===== config.mk =====
export PLATFORM = sky130hd
export DESIGN_NAME = drs_sequencer
export DESIGN_NICKNAME = d
export VERILOG_FILES = /design/src/hdl/drs_sequencer.v
export VERILOG_INCLUDE_DIRS = /design/src /design/src/hdl
export SDC_FILE = /design/constraint.sdc
export NUM_CORES = 1
export LEC_CHECK = 0
export BUFFER_PORTS_ARGS = -buffer_cell sky130_fd_sc_hd__buf_2
export CORE_UTILIZATION = 57
export CTS_CLUSTER_SIZE = 20
export DETAILED_ROUTE_END_ITERATION = 10
export PLACE_DENSITY = 0.8
export SYNTH_ARGS = -nofsm -noshare
export SYNTH_HDL_FRONTEND = slang
export SYNTH_SLANG_ARGS = --single-unit

===== constraint.sdc =====
create_clock -name pclk -period 3.2 [get_ports pclk]
set_clock_uncertainty 0.15 [all_clocks]
set_input_delay 0.32 -clock pclk [delete_from_list [all_inputs] [get_ports pclk]]
set_output_delay 0.32 -clock pclk [all_outputs]
set_load 0.1 [all_outputs]

===== src/hdl/drs_map.vh =====
// Constants for the dual breaker reclose sequencer
// Function
// - In second-first order with the second breaker inhibited and redirect-second-to-first set, close the first breaker at once.
// - In second-first order with redirect-second-to-first clear, hold the close while the second inhibit stands.
// - In first-second order with fail action Continue, a failed first close hands the close to the second breaker.
// - In first-second order with fail action Lockout, a failed first close goes to lockout with no second attempt.
// - In second-first order with fail action Continue, a failed second close hands the close to the first breaker.
// - In second-first order with fail action Lockout, a failed second close goes to lockout with no first attempt.
// - The order select offers first only, second only, both together, first-then-second and second-then-first.
// - The handover delay is used only for the two sequential orders.
// - The handover delay starts when the close goes to the leading breaker.
// - On handover expiry the close moves from the leading breaker to the trailing one.
// - A protection trip inside the handover delay stops the transfer to the trailing breaker, unless a Continue lead failure comes in the same cycle.
// - In first-second order with the first breaker inhibited, redirect-first-to-second set closes the second at once, else hold.
// - The shot timeout runs from initiation until a close is sent and forces lockout on expiry.
// - Each breaker inhibit gates that breaker's close output; in both-together order either inhibit holds the close of both breakers.
`ifndef DRS_MAP_VH
`define DRS_MAP_VH

// ==========================================================
// Clock and tick timing
`define DRS_CLK_PERIOD_NS 10
`define DRS_TICK_PERIOD_NS 1000000

// ==========================================================
// Register byte offsets
`define DRS_ADDR_W 8
`define DRS_OFS_CTRL 8'h00
`define DRS_OFS_HANDOVER 8'h04
`define DRS_OFS_TIMEOUT 8'h08
`define DRS_OFS_CMD 8'h0c
`define DRS_OFS_STATUS 8'h10

// ==========================================================
// Control fields
`define DRS_CTRL_ORDER_LSB 0
`define DRS_CTRL_ORDER_MSB 2
`define DRS_CTRL_REDIR12 3
`define DRS_CTRL_REDIR21 4
`define DRS_CTRL_FAIL1 5
`define DRS_CTRL_FAIL2 6
`define DRS_CTRL_W 7
`define DRS_CTRL_RST 7'h00
`define DRS_CMD_INIT 0
`define DRS_CMD_RESET 1
`define DRS_TIME_W 16
`define DRS_HANDOVER_RST 16'h0064
`define DRS_TIMEOUT_RST 16'h03e8

// ==========================================================
// Breaker order codes
`define DRS_ORD_FIRST 3'h0
`define DRS_ORD_SECOND 3'h1
`define DRS_ORD_BOTH 3'h2
`define DRS_ORD_1_2 3'h3
`define DRS_ORD_2_1 3'h4

// ==========================================================
// Data path widths and breaker indices
`define DRS_DATA_W 32
`define DRS_STATUS_W 6
`define DRS_NUM_BRK 2
`define DRS_BRK_FIRST 0
`define DRS_BRK_SECOND 1

`endif


===== src/hdl/drs_sequencer.v =====
// Two-breaker reclose sequencer with APB register access
`timescale 1ns/10ps
`include "drs_map.vh"

module drs_sequencer #(
    parameter TICK_CYCLES = `DRS_TICK_PERIOD_NS / `DRS_CLK_PERIOD_NS
) (
    input wire pclk,
    input wire presetn,
    input wire psel,
    input wire penable,
    input wire pwrite,
    input wire [31:0] paddr,
    input wire [31:0] pwdata,
    output reg [31:0] prdata,
    output reg pready,
    output reg pslverr,
    input wire reclose_initiate,
    input wire scheme_reset,
    input wire first_breaker_inhibit_input,
    input wire second_breaker_inhibit,
    input wire first_close_failed,
    input wire second_close_failed,
    input wire protection_trip,
    output reg close_first,
    output reg close_second,
    output reg lockout
);

// ==========================================================
// Register storage
reg [`DRS_CTRL_W-1:0] ctrl_reg;
reg [`DRS_TIME_W-1:0] handover_delay_reg;
reg [`DRS_TIME_W-1:0] shot_timeout_reg;
reg cmd_init_reg;
reg cmd_reset_reg;

wire apb_access;
wire apb_write;
wire [`DRS_ADDR_W-1:0] reg_addr;
wire addr_hit;

// ==========================================================
// Sequencer storage
reg [2:0] state_reg;
reg [2:0] state_next;
reg [`DRS_TIME_W-1:0] shot_ms_reg;
reg [`DRS_TIME_W-1:0] handover_ms_reg;
reg [31:0] tick_cnt_reg;
reg tick_reg;
reg close_first_next;
reg close_second_next;

wire [2:0] breaker_order_select;
wire redirect_first_to_second;
wire redirect_second_to_first;
wire first_breaker_fail_action;
wire second_breaker_fail_action;
wire sequential;
wire lead_is_second;
wire lead_inhibit;
wire trail_inhibit;
wire lead_failed;
wire trail_failed;
wire redirect_lead;
wire lead_fail_lockout;
wire shot_expired;
wire handover_expired;
wire start_cycle;
wire reset_cycle;
wire state_change;
wire closed_uses_first;
wire closed_uses_second;
wire closed_failed;
wire [`DRS_NUM_BRK-1:0] breaker_inhibit;
wire [`DRS_NUM_BRK-1:0] close_want;
wire [`DRS_NUM_BRK-1:0] close_gated;
reg [31:0] read_data_next;

// ==========================================================
// Sequencer states
localparam [2:0] ST_IDLE = 3'h0;
localparam [2:0] ST_WAIT = 3'h1;
localparam [2:0] ST_LEAD = 3'h2;
localparam [2:0] ST_TRAIL = 3'h3;
localparam [2:0] ST_CLOSED = 3'h4;
localparam [2:0] ST_LOCKOUT = 3'h5;
localparam [31:0] TICK_LAST = TICK_CYCLES - 1;

assign breaker_order_select = ctrl_reg[`DRS_CTRL_ORDER_MSB:`DRS_CTRL_ORDER_LSB];
assign redirect_first_to_second = ctrl_reg[`DRS_CTRL_REDIR12];
assign redirect_second_to_first = ctrl_reg[`DRS_CTRL_REDIR21];
assign first_breaker_fail_action = ctrl_reg[`DRS_CTRL_FAIL1];
assign second_breaker_fail_action = ctrl_reg[`DRS_CTRL_FAIL2];

// ==========================================================
// APB decode
assign apb_access = psel & penable & pready;
assign apb_write = apb_access & pwrite;
assign reg_addr = paddr[`DRS_ADDR_W-1:0];
assign addr_hit = (paddr[31:`DRS_ADDR_W] == 24'h000000) &&
                  ((reg_addr == `DRS_OFS_CTRL) || (reg_addr == `DRS_OFS_HANDOVER) ||
                   (reg_addr == `DRS_OFS_TIMEOUT) || (reg_addr == `DRS_OFS_CMD) ||
                   (reg_addr == `DRS_OFS_STATUS));

// ==========================================================
// Read data select
// Unmapped, write-only and upper-address hits all read as zero
always @* begin
    read_data_next = 32'h00000000;
    if (addr_hit) begin
        case (reg_addr)
            `DRS_OFS_CTRL: begin
                read_data_next = {{(`DRS_DATA_W-`DRS_CTRL_W){1'h0}}, ctrl_reg};
            end
            `DRS_OFS_HANDOVER: begin
                read_data_next = {{(`DRS_DATA_W-`DRS_TIME_W){1'h0}}, handover_delay_reg};
            end
            `DRS_OFS_TIMEOUT: begin
                read_data_next = {{(`DRS_DATA_W-`DRS_TIME_W){1'h0}}, shot_timeout_reg};
            end
            `DRS_OFS_STATUS: begin
                read_data_next = {{(`DRS_DATA_W-`DRS_STATUS_W){1'h0}}, lockout, close_second, close_first, state_reg};
            end
            default: begin
                read_data_next = 32'h00000000;
            end
        endcase
    end
end

// One wait state keeps pready and prdata both registered
always @(posedge pclk or negedge presetn) begin
    if (!presetn) begin
        pready <= 1'b0;
        pslverr <= 1'b0;
        prdata <= 32'h00000000;
    end else begin
        pready <= psel & penable & ~pready;
        pslverr <= psel & penable & ~pready & ~addr_hit;
        prdata <= (psel & penable & ~pready & ~pwrite) ? read_data_next : 32'h00000000;
    end
end

// ==========================================================
// Settings and command pulses
always @(posedge pclk or negedge presetn) begin
    if (!presetn) begin
        ctrl_reg <= `DRS_CTRL_RST;
        handover_delay_reg <= `DRS_HANDOVER_RST;
        shot_timeout_reg <= `DRS_TIMEOUT_RST;
        cmd_init_reg <= 1'b0;
        cmd_reset_reg <= 1'b0;
    end else begin
        cmd_init_reg <= 1'b0;
        cmd_reset_reg <= 1'b0;
        if (apb_write && addr_hit) begin
            case (reg_addr)
                `DRS_OFS_CTRL: begin
                    ctrl_reg <= pwdata[`DRS_CTRL_W-1:0];
                end
                `DRS_OFS_HANDOVER: begin
                    handover_delay_reg <= pwdata[`DRS_TIME_W-1:0];
                end
                `DRS_OFS_TIMEOUT: begin
                    shot_timeout_reg <= pwdata[`DRS_TIME_W-1:0];
                end
                `DRS_OFS_CMD: begin
                    cmd_init_reg <= pwdata[`DRS_CMD_INIT];
                    cmd_reset_reg <= pwdata[`DRS_CMD_RESET];
                end
                default: begin
                    cmd_init_reg <= 1'b0;
                end
            endcase
        end
    end
end

// ==========================================================
// Millisecond tick
// Free-running tick, so a timer may end up to one tick early
// common ms tick
always @(posedge pclk or negedge presetn) begin
    if (!presetn) begin
        tick_cnt_reg <= 32'h00000000;
        tick_reg <= 1'b0;
    end else if (tick_cnt_reg == TICK_LAST) begin
        tick_cnt_reg <= 32'h00000000;
        tick_reg <= 1'b1;
    end else begin
        tick_cnt_reg <= tick_cnt_reg + 32'h00000001;
        tick_reg <= 1'b0;
    end
end

// ==========================================================
// Order decode
// five order values
assign sequential = (breaker_order_select == `DRS_ORD_1_2) || (breaker_order_select == `DRS_ORD_2_1);
assign lead_is_second = (breaker_order_select == `DRS_ORD_SECOND) || (breaker_order_select == `DRS_ORD_2_1);
assign lead_inhibit = (breaker_order_select == `DRS_ORD_BOTH) ?
                      (first_breaker_inhibit_input | second_breaker_inhibit) :
                      (lead_is_second ? second_breaker_inhibit : first_breaker_inhibit_input);
assign trail_inhibit = lead_is_second ? first_breaker_inhibit_input : second_breaker_inhibit;
assign lead_failed = lead_is_second ? second_close_failed : first_close_failed;
assign trail_failed = lead_is_second ? first_close_failed : second_close_failed;
assign redirect_lead = lead_is_second ? redirect_second_to_first : redirect_first_to_second;
assign lead_fail_lockout = lead_is_second ? second_breaker_fail_action : first_breaker_fail_action;
// Both-order close watches both breakers; spare codes act as first only
assign closed_uses_first = (breaker_order_select != `DRS_ORD_SECOND);
assign closed_uses_second = (breaker_order_select == `DRS_ORD_SECOND) || (breaker_order_select == `DRS_ORD_BOTH);
assign closed_failed = (closed_uses_first & first_close_failed) | (closed_uses_second & second_close_failed);

assign shot_expired = (shot_ms_reg >= shot_timeout_reg);
assign handover_expired = (handover_ms_reg >= handover_delay_reg);
assign start_cycle = reclose_initiate | cmd_init_reg;
assign reset_cycle = scheme_reset | cmd_reset_reg;
assign state_change = (state_next != state_reg);

// ==========================================================
// Sequencer next state
always @* begin
    state_next = state_reg;
    close_first_next = 1'b0;
    close_second_next = 1'b0;
    case (state_reg)
        ST_IDLE: begin
            if (start_cycle) begin
                state_next = ST_WAIT;
            end
        end
        ST_WAIT: begin
            if (!lead_inhibit) begin
                state_next = sequential ? ST_LEAD : ST_CLOSED;
            end else if (sequential && redirect_lead && !trail_inhibit) begin
                state_next = ST_TRAIL;
            end else if (shot_expired) begin
                state_next = ST_LOCKOUT;
            end
        end
        ST_LEAD: begin
            if (lead_failed) begin
                state_next = lead_fail_lockout ? ST_LOCKOUT : ST_TRAIL;
            end else if (protection_trip) begin
                state_next = ST_LOCKOUT;
            end else if (handover_expired) begin
                state_next = ST_TRAIL;
            end
        end
        ST_TRAIL: begin
            // No breaker left to fall back on
            if (trail_failed || protection_trip) begin
                state_next = ST_LOCKOUT;
            end
        end
        ST_CLOSED: begin
            if (closed_failed || protection_trip) begin
                state_next = ST_LOCKOUT;
            end
        end
        ST_LOCKOUT: begin
            state_next = ST_LOCKOUT;
        end
        default: begin
            state_next = ST_IDLE;
        end
    endcase
    if (reset_cycle) begin
        state_next = ST_IDLE;
    end
    case (state_next)
        ST_LEAD: begin
            close_first_next = ~lead_is_second;
            close_second_next = lead_is_second;
        end
        ST_TRAIL: begin
            close_first_next = lead_is_second;
            close_second_next = ~lead_is_second;
        end
        ST_CLOSED: begin
            close_first_next = closed_uses_first;
            close_second_next = closed_uses_second;
        end
        default: begin
            close_first_next = 1'b0;
            close_second_next = 1'b0;
        end
    endcase
end

// ==========================================================
// Per-breaker inhibit gate
assign breaker_inhibit = {second_breaker_inhibit, first_breaker_inhibit_input};
assign close_want = {close_second_next, close_first_next};
genvar brk_i;
generate
    for (brk_i = 0; brk_i < `DRS_NUM_BRK; brk_i = brk_i + 1) begin : g_brk_gate
        assign close_gated[brk_i] = close_want[brk_i] & ~breaker_inhibit[brk_i];
    end
endgenerate

// ==========================================================
// Sequencer registers and timers
// Timers restart on every state change so a stale count never leaks
always @(posedge pclk or negedge presetn) begin
    if (!presetn) begin
        state_reg <= ST_IDLE;
        shot_ms_reg <= 16'h0000;
        handover_ms_reg <= 16'h0000;
        close_first <= 1'b0;
        close_second <= 1'b0;
        lockout <= 1'b0;
    end else begin
        state_reg <= state_next;
        close_first <= close_gated[`DRS_BRK_FIRST];
        close_second <= close_gated[`DRS_BRK_SECOND];
        lockout <= (state_next == ST_LOCKOUT);
        // shot timeout counts only while waiting
        if (state_change || state_reg != ST_WAIT) begin
            shot_ms_reg <= 16'h0000;
        end else if (tick_reg && !shot_expired) begin
            shot_ms_reg <= shot_ms_reg + 16'h0001;
        end
        if (state_change || state_reg != ST_LEAD) begin
            handover_ms_reg <= 16'h0000;
        end else if (tick_reg && !handover_expired) begin
            handover_ms_reg <= handover_ms_reg + 16'h0001;
        end
    end
end

endmodule


==> results of run 1 <==
-- cell type report --
cell class | instances | area [um^2]
clock inverters | 7 | 110
clock buffers | 24 | 472
flip-flops and latches | 130 | 3260
well taps | 147 | 184
inverters | 51 | 191
repair buffers | 108 | 657
multi-input cells | 499 | 3560
fillers | 831 | 3580
-- timing repair --
| item | 4_1_cts | 5_1_grt |
|---|---|---|
| gates cloned | 0 | 1 |
| hold endpoints to repair | 34 | 0 |
| gates resized for setup | 1 | 27 |
| hold buffers | 6 | 0 |
| setup endpoints to repair | 1 | 16 |
| setup buffers | 0 | 2 |
| pin swaps | 0 | 5 |
-- metrics by stage --
step | cells | worst slack (ns) | cell area, um^2 | utilization | setup TNS [ns]
detailed placement | 926 | 0.0874 | 7650 | 0.637 | 0
CTS | 963 | 0.0435 | 8300 | 0.691 | 0
global placement | 926 | 0.180 | 7650 | 0.637 | 0
global route | 966 | -0.0963 | 8440 | 0.702 | -1.25
floorplan | 715 | 0.311 | 7100 | - | 0
finish | 966 | -0.0283 | 8440 | 0.702 | -0.225
-- worst reg2reg max path, stage by stage, from the launching register on --
cell,delay [ns]
sky130_fd_sc_hd__dfrtp_1,0.40
sky130_fd_sc_hd__inv_1,0.06
sky130_fd_sc_hd__ha_1,0.27
sky130_fd_sc_hd__nand2b_4,0.16
sky130_fd_sc_hd__a2111oi_2,0.46
sky130_fd_sc_hd__o21ai_2,0.15
sky130_fd_sc_hd__a2111oi_4,0.38
sky130_fd_sc_hd__buf_4,0.17
sky130_fd_sc_hd__o22ai_1,0.10
sky130_fd_sc_hd__or4_4,0.56
sky130_fd_sc_hd__buf_12,0.18
sky130_fd_sc_hd__nor2_2,0.11
-- routing by layer --
| metal | up-vias | routed length, um | share of wire |
|---|---|---|---|
| li1 | 2642 | - | - |
| met1 | 2768 | 6850 | 0.40 |
| met2 | 273 | 8620 | 0.50 |
| met3 | 51 | 1200 | 0.069 |
| met4 | 0 | 597 | 0.035 |
| met5 | - | 0 | 0 |
-- power by group through the flow --
stage | clock, mW | combinational [mW] | sequential (mW)
finish | 1.92 | 0.290 | 1.66
global route | 2.03 | 0.311 | 1.66
CTS | 1.95 | 0.280 | 1.66
detailed placement | 0 | 0.273 | 1.69
global placement | 0 | 0.268 | 1.69
floorplan | 0 | 0.165 | 1.71
-- worst paths after layout --
kind,from,endpoint,depth (start not counted)
min in group asynchronous,presetn,shot_ms_reg[3]$_DFFE_PN0P_,2
worst min-delay path,pwdata[13],handover_delay_reg[13]$_DFFE_PN0P_,2
worst min register to register,tick_cnt_reg[0]$_DFF_PN0_,tick_cnt_reg[0]$_DFF_PN0_,1
worst max register to register,shot_ms_reg[0]$_DFFE_PN0P_,shot_ms_reg[13]$_DFFE_PN0P_,11
max in group asynchronous,presetn,handover_delay_reg[6]$_DFFE_PN1P_,3
worst max-delay path,shot_ms_reg[0]$_DFFE_PN0P_,shot_ms_reg[13]$_DFFE_PN0P_,11
-- synth_stat cells, types with 6 or more instances --
library cell | count | area (um^2)
sky130_fd_sc_hd__nand2_1 | 43 | 161
sky130_fd_sc_hd__xnor2_1 | 38 | 333
sky130_fd_sc_hd__ha_1 | 35 | 438
sky130_fd_sc_hd__a21oi_1 | 14 | 70.1
sky130_fd_sc_hd__nand3_1 | 28 | 140
sky130_fd_sc_hd__nor3_1 | 14 | 70.1
sky130_fd_sc_hd__and3_1 | 15 | 93.8
sky130_fd_sc_hd__nand2b_1 | 6 | 37.5
sky130_fd_sc_hd__xor2_1 | 23 | 201
sky130_fd_sc_hd__buf_4 | 16 | 120
sky130_fd_sc_hd__nor2_1 | 81 | 304
sky130_fd_sc_hd__o21ai_0 | 18 | 90.1
sky130_fd_sc_hd__a22oi_1 | 12 | 90.1
sky130_fd_sc_hd__clkbuf_1 | 14 | 52.6
sky130_fd_sc_hd__a21o_1 | 6 | 45.0
sky130_fd_sc_hd__inv_1 | 51 | 191
sky130_fd_sc_hd__mux2_2 | 41 | 462
sky130_fd_sc_hd__dfstp_2 | 9 | 236
sky130_fd_sc_hd__nor4_1 | 17 | 106
sky130_fd_sc_hd__nand4_1 | 15 | 93.8
sky130_fd_sc_hd__dfrtp_1 | 121 | 3030
-- logic make-up (layout without fill, tap and decap cells) --
family / Yosys count / in the layout / share of synthesized area
AO/OA/AOI/OAI: 89 / 89 / 0.0916
XOR/XNOR: 62 / 62 / 0.0781
adder cells (fa/ha/maj): 35 / 35 / 0.0622
buffers and inverters: 86 / 190 / 0.0561
flip-flops: 130 / 130 / 0.463
multiplexers: 43 / 43 / 0.0684
other: 1 / 16 / 0.000532
AND/OR/NAND/NOR: 254 / 254 / 0.180
==> run metrics, run 1 <==
status=complete, but fails checks; violations in the final reports=setup timing; die width=113 um; number of setup violations in the final report=15; die footprint=0.0128 mm^2; number of unique standard cell types used by synthesis=61; hold slack final=0.0215 ns; power per unit of standard cell area=459 mW/mm^2; total leakage power=3.87 nW; slowest stage delay, CP=0.56 ns; Pint=2.98 mW; TritonCTS clock tree=built; synthesized instance count=700; row count=40; number of max-slew violations in the final report=0; proportion of register bits with asynchronous set or reset after synthesis=1.00; Global Route met1 Usage=0.331; peak fanout along the critical path=8; root buffer cell=sky130_fd_sc_hd__clkbuf_16; netlist area before placement=0.00705 mm^2; critical path, cell by cell=inv_1 > ha_1 > nand2b_4 > a2111oi_2 > o21ai_2 > a2111oi_4 > buf_4 > o22ai_1 > or4_4 > buf_12 > nor2_2; Worst path slowest cell=sky130_fd_sc_hd__or4_4; count of H-tree levels built during CTS=4; number of warnings reported in the yosys synthesis log=0; mean area per synthesized cell=10.1 um^2; number of violations reported at the end of detailed-routing iteration 0=524; CTS buffer count=17; clock-pin slew on the worst setup and hold paths=0.06 ns; number of flip-flops in the largest register=32; net total in the final layout=918; synthesis-to-finish area growth=19.7%; met2 demand-to-capacity share in global routing=0.481; largest net degree at the start of global routing=68; Highest Clock Rate=310 MHz; path class of the lowest-slack min-delay path=input pin to register; Worst Slack Setup Final=-0.0283 ns; worst voltage drop across the vdd grid=0.414 mV; min cycle time layout=3.23 ns; Placer Congestion=0.922; number of antenna violations at the first check in global routing=0; Post-DRT Antenna Nets=0; via count of the routed design=5734; CTS sink count=130; Max Root-Sink Buffers=2; Power Total=3.88 mW; type of element launching the critical path=register; floorplan core area=0.0120 mm^2; most common library cell in the layout ignoring fill and taps=sky130_fd_sc_hd__dfrtp_1; total detailed-routing wirelength=17300 um; total global-route track usage=0.280; crit-path leading delay family=compound AO/OA/AOI/OAI gates; worst-margin pin slew=0.811 ns; commonest cells after routing, fill and taps aside=sky130_fd_sc_hd__dfrtp_1 (121), sky130_fd_sc_hd__buf_2 (79), sky130_fd_sc_hd__nor2_1 (73), sky130_fd_sc_hd__inv_1 (51), sky130_fd_sc_hd__nand2_1 (43); sequential area share after synthesis=0.463; R2R Setup Slk=-0.03 ns; most used flip-flop cell after synthesis=sky130_fd_sc_hd__dfrtp_1; drt wl/cell=17.9 um; DPL Wire Length=11800 um; count of input and output buffers=80; logic gate share of total power=0.075; DRC violation count after routing=0; critical path required time=3.39 ns; type of the setup path with the least slack=register to register; I/O pin count=113; sequential fraction of design power=0.429; switching part of the total=0.230; worst skew pair latency=0.42 ns; total net switching power=892 uW; critical path capture point type=register; number of enable flip-flop cells after synthesis=0; n_diodes=0; Max-Slew Margin vs Limit=0.458; Vias per Instance=5.94; remaining global-route overflow=0; starting density of the core=0.587; DIE HEIGHT=113 um; grt met3 use=0.0761; Max Cap Violations=0; worst path arrival time=3.42 ns; gr busiest metal=met2; global-route wire length before repair=27700 um; final hold viol count=0; flip-flop and latch count after synthesis=130; Period Utilization, post-route=1.01; buffer and inverter count on the worst path=3; fraction of final layout cells with drive strength greater than 1=0.252; vias in the first global route=5831; count of TritonRoute iterations in the first routing pass=5; clock network fraction of design power=0.496
Note: power is estimated with default switching activity, not from simulation.
==> run 2, diff against run 1 <==
- GPL_TIMING_DRIVEN: unset -> 0
- MAX_ROUTING_LAYER: unset -> met4
- PLACE_DENSITY: 0.8 -> unset
- PLACE_DENSITY_LB_ADDON: unset -> 0.25
==> run 2 against run 1 <==
Against the previous run:
- first-iteration DRC count shrank 18%
- die area is the same
- the flow now finishes without violations
- critical endpoint is now shot_ms_reg[2]$_DFFE_PN0P_
- critical path depth is the same
- critical path type unchanged
- largest cell class unchanged
- sequential power is essentially flat
- non-clock buffer count grew 27
==> run metrics, run 2 (synthesized netlist as in run 1, its figures left out) <==
min cycle time layout=3.08 ns; Post-DRT Antenna Nets=0; clock-pin slew on the worst setup and hold paths=0.06 ns; critical path required time=3.40 ns; TritonCTS clock tree=built; Placer Congestion=0.924; number of setup violations in the final report=0; Max-Slew Margin vs Limit=0.100; number of violations reported at the end of detailed-routing iteration 0=432; drt wl/cell=17.0 um; total leakage power=3.97 nW; vias in the first global route=5768; die footprint=0.0128 mm^2; count of H-tree levels built during CTS=4; synthesis-to-finish area growth=22.8%; commonest cells after routing, fill and taps aside=sky130_fd_sc_hd__dfrtp_1 (121), sky130_fd_sc_hd__buf_2 (82), sky130_fd_sc_hd__nor2_1 (80), sky130_fd_sc_hd__inv_1 (50), sky130_fd_sc_hd__nand2_1 (43); R2R Setup Slk=0.12 ns; largest net degree at the start of global routing=106; CTS sink count=130; final total negative setup slack=0 ns; die width=113 um; start point of the critical path=shot_ms_reg[0]$_DFFE_PN0P_; slowest stage delay, CP=0.50 ns; remaining global-route overflow=0; Critical R2R Capture=shot_ms_reg[2]$_DFFE_PN0P_; DPL Wire Length=11900 um; path class of the lowest-slack min-delay path=input pin to register; root buffer cell=sky130_fd_sc_hd__clkbuf_16; DRC violation count after routing=0; type of the setup path with the least slack=register to register; most common library cell in the layout ignoring fill and taps=sky130_fd_sc_hd__dfrtp_1; power per unit of standard cell area=459 mW/mm^2; count of input and output buffers=80; Vias per Instance=5.75; worst voltage drop across the vdd grid=0.389 mV; area of all placed cells without fillers=0.00865 mm^2; number of max-slew violations in the final report=0; global-route wire length before repair=27700 um; fraction of final layout cells with drive strength greater than 1=0.261; worst skew pair latency=0.42 ns; start point of the worst min-delay path=pwdata[14]; worst path arrival time=3.28 ns; Worst R2R Path Depth=11; Hold Crit Endpoint=handover_delay_reg[14]$_DFFE_PN0P_; via count of the routed design=5722; hold slack final=0.0129 ns; net total in the final layout=945; total global-route track usage=0.289; CTS buffer count=17; starting density of the core=0.587; number of flip-flops in the largest register=32; row count=40; Highest Clock Rate=325 MHz; final hold viol count=0; peak fanout along the critical path=5; floorplan core area=0.0120 mm^2; status=completed; number of antenna violations at the first check in global routing=0; type of element launching the critical path=register; Power Total=3.97 mW; I/O pin count=113; count of TritonRoute iterations in the first routing pass=5; cell count of the worst hold path=2; total cell area at the placement stage=0.00773 mm^2; DIE HEIGHT=113 um; worst-margin pin slew=1.33 ns; critical path, cell by cell=inv_1 > ha_1 > nand2b_1 > a2111oi_2 > o21ai_2 > a2111oi_4 > o22ai_2 > or4_1 > buf_6 > buf_4 > nor2_1; start of the worst register-to-register path=shot_ms_reg[0]$_DFFE_PN0P_; Max Root-Sink Buffers=2; total detailed-routing wirelength=16900 um; Fillers=849; Worst path slowest cell=sky130_fd_sc_hd__or4_1; Period Utilization, post-route=0.962; critical path capture point type=register; Max Cap Violations=0
## run 2: area by class of cell
cell class	count	area (um^2)	area share
well taps	147	184	0.0213
flip-flops and latches	130	3260	0.377
repair buffers	100	614	0.0710
clock inverters	15	181	0.0210
clock buffers	17	425	0.0492
plain buffers	35	215	0.0249
multi-input cells	499	3570	0.413
inverters	51	191	0.0221
diodes	1	2.50	0.000289
## run 2: worst max-delay path by stage
stage                                        to  cells after the start
finish               shot_ms_reg[2]$_DFFE_PN0P_                     11
global placement    shot_ms_reg[15]$_DFFE_PN0P_                     10
detailed placement  shot_ms_reg[15]$_DFFE_PN0P_                     10
floorplan           shot_ms_reg[10]$_DFFE_PN0P_                     11
global route         shot_ms_reg[2]$_DFFE_PN0P_                     11
CTS                  shot_ms_reg[6]$_DFFE_PN0P_                     11
## run 2: metal layers
layer  vias to the layer above  part of all wire  global-route usage  wire length (um)
li1                       2700                 -                   -                 -
met1                      2761              0.41               0.342              7000
met2                       215              0.50               0.475              8430
met3                        46             0.061              0.0621              1030
met4                         0             0.028               0.132               478
met5                         -                 0                   -                 0
## run 2: what timing repair did
action                                  in CTS  in global routing
hold buffers                                 6                  1
endpoints found under the hold margin       32                  2
buffers inserted                            11                  0
endpoints found under the setup margin      16                 28
pin swaps                                    8                  1
resized for setup                           18                 11
gates cloned                                 1                  0
## run 2: worst max-delay path: cells and delay by family (launching register included)
kind | cells | cell delay, ns
buffers and inverters | 3 | 0.37
AND/OR/NAND/NOR | 3 | 0.77
adder cells (fa/ha/maj) | 1 | 0.27
flip-flops | 1 | 0.41
AO/OA/AOI/OAI | 4 | 1.04
## run 2: power breakdown
group | total [mW] | leakage, nW | internal (mW) | switching, mW
combinational | 0.322 | 1.91 | 0.101 | 0.221
clock | 1.99 | 0.295 | 1.23 | 0.760
sequential | 1.66 | 1.77 | 1.65 | 0.00736
total | 3.97 | 3.97 | 2.99 | 0.988
## run 2: per-stage QoR
| step | std cells | setup slack (ns) | utilization |
|---|---|---|---|
| after global placement | 942 | -0.450 | 0.640 |
| final | 995 | 0.123 | 0.720 |
| after CTS | 993 | 0.0554 | 0.714 |
| after floorplan | 715 | 0.311 | - |
| after detailed placement | 943 | -0.563 | 0.643 |
| after global routing | 994 | -0.0315 | 0.720 |
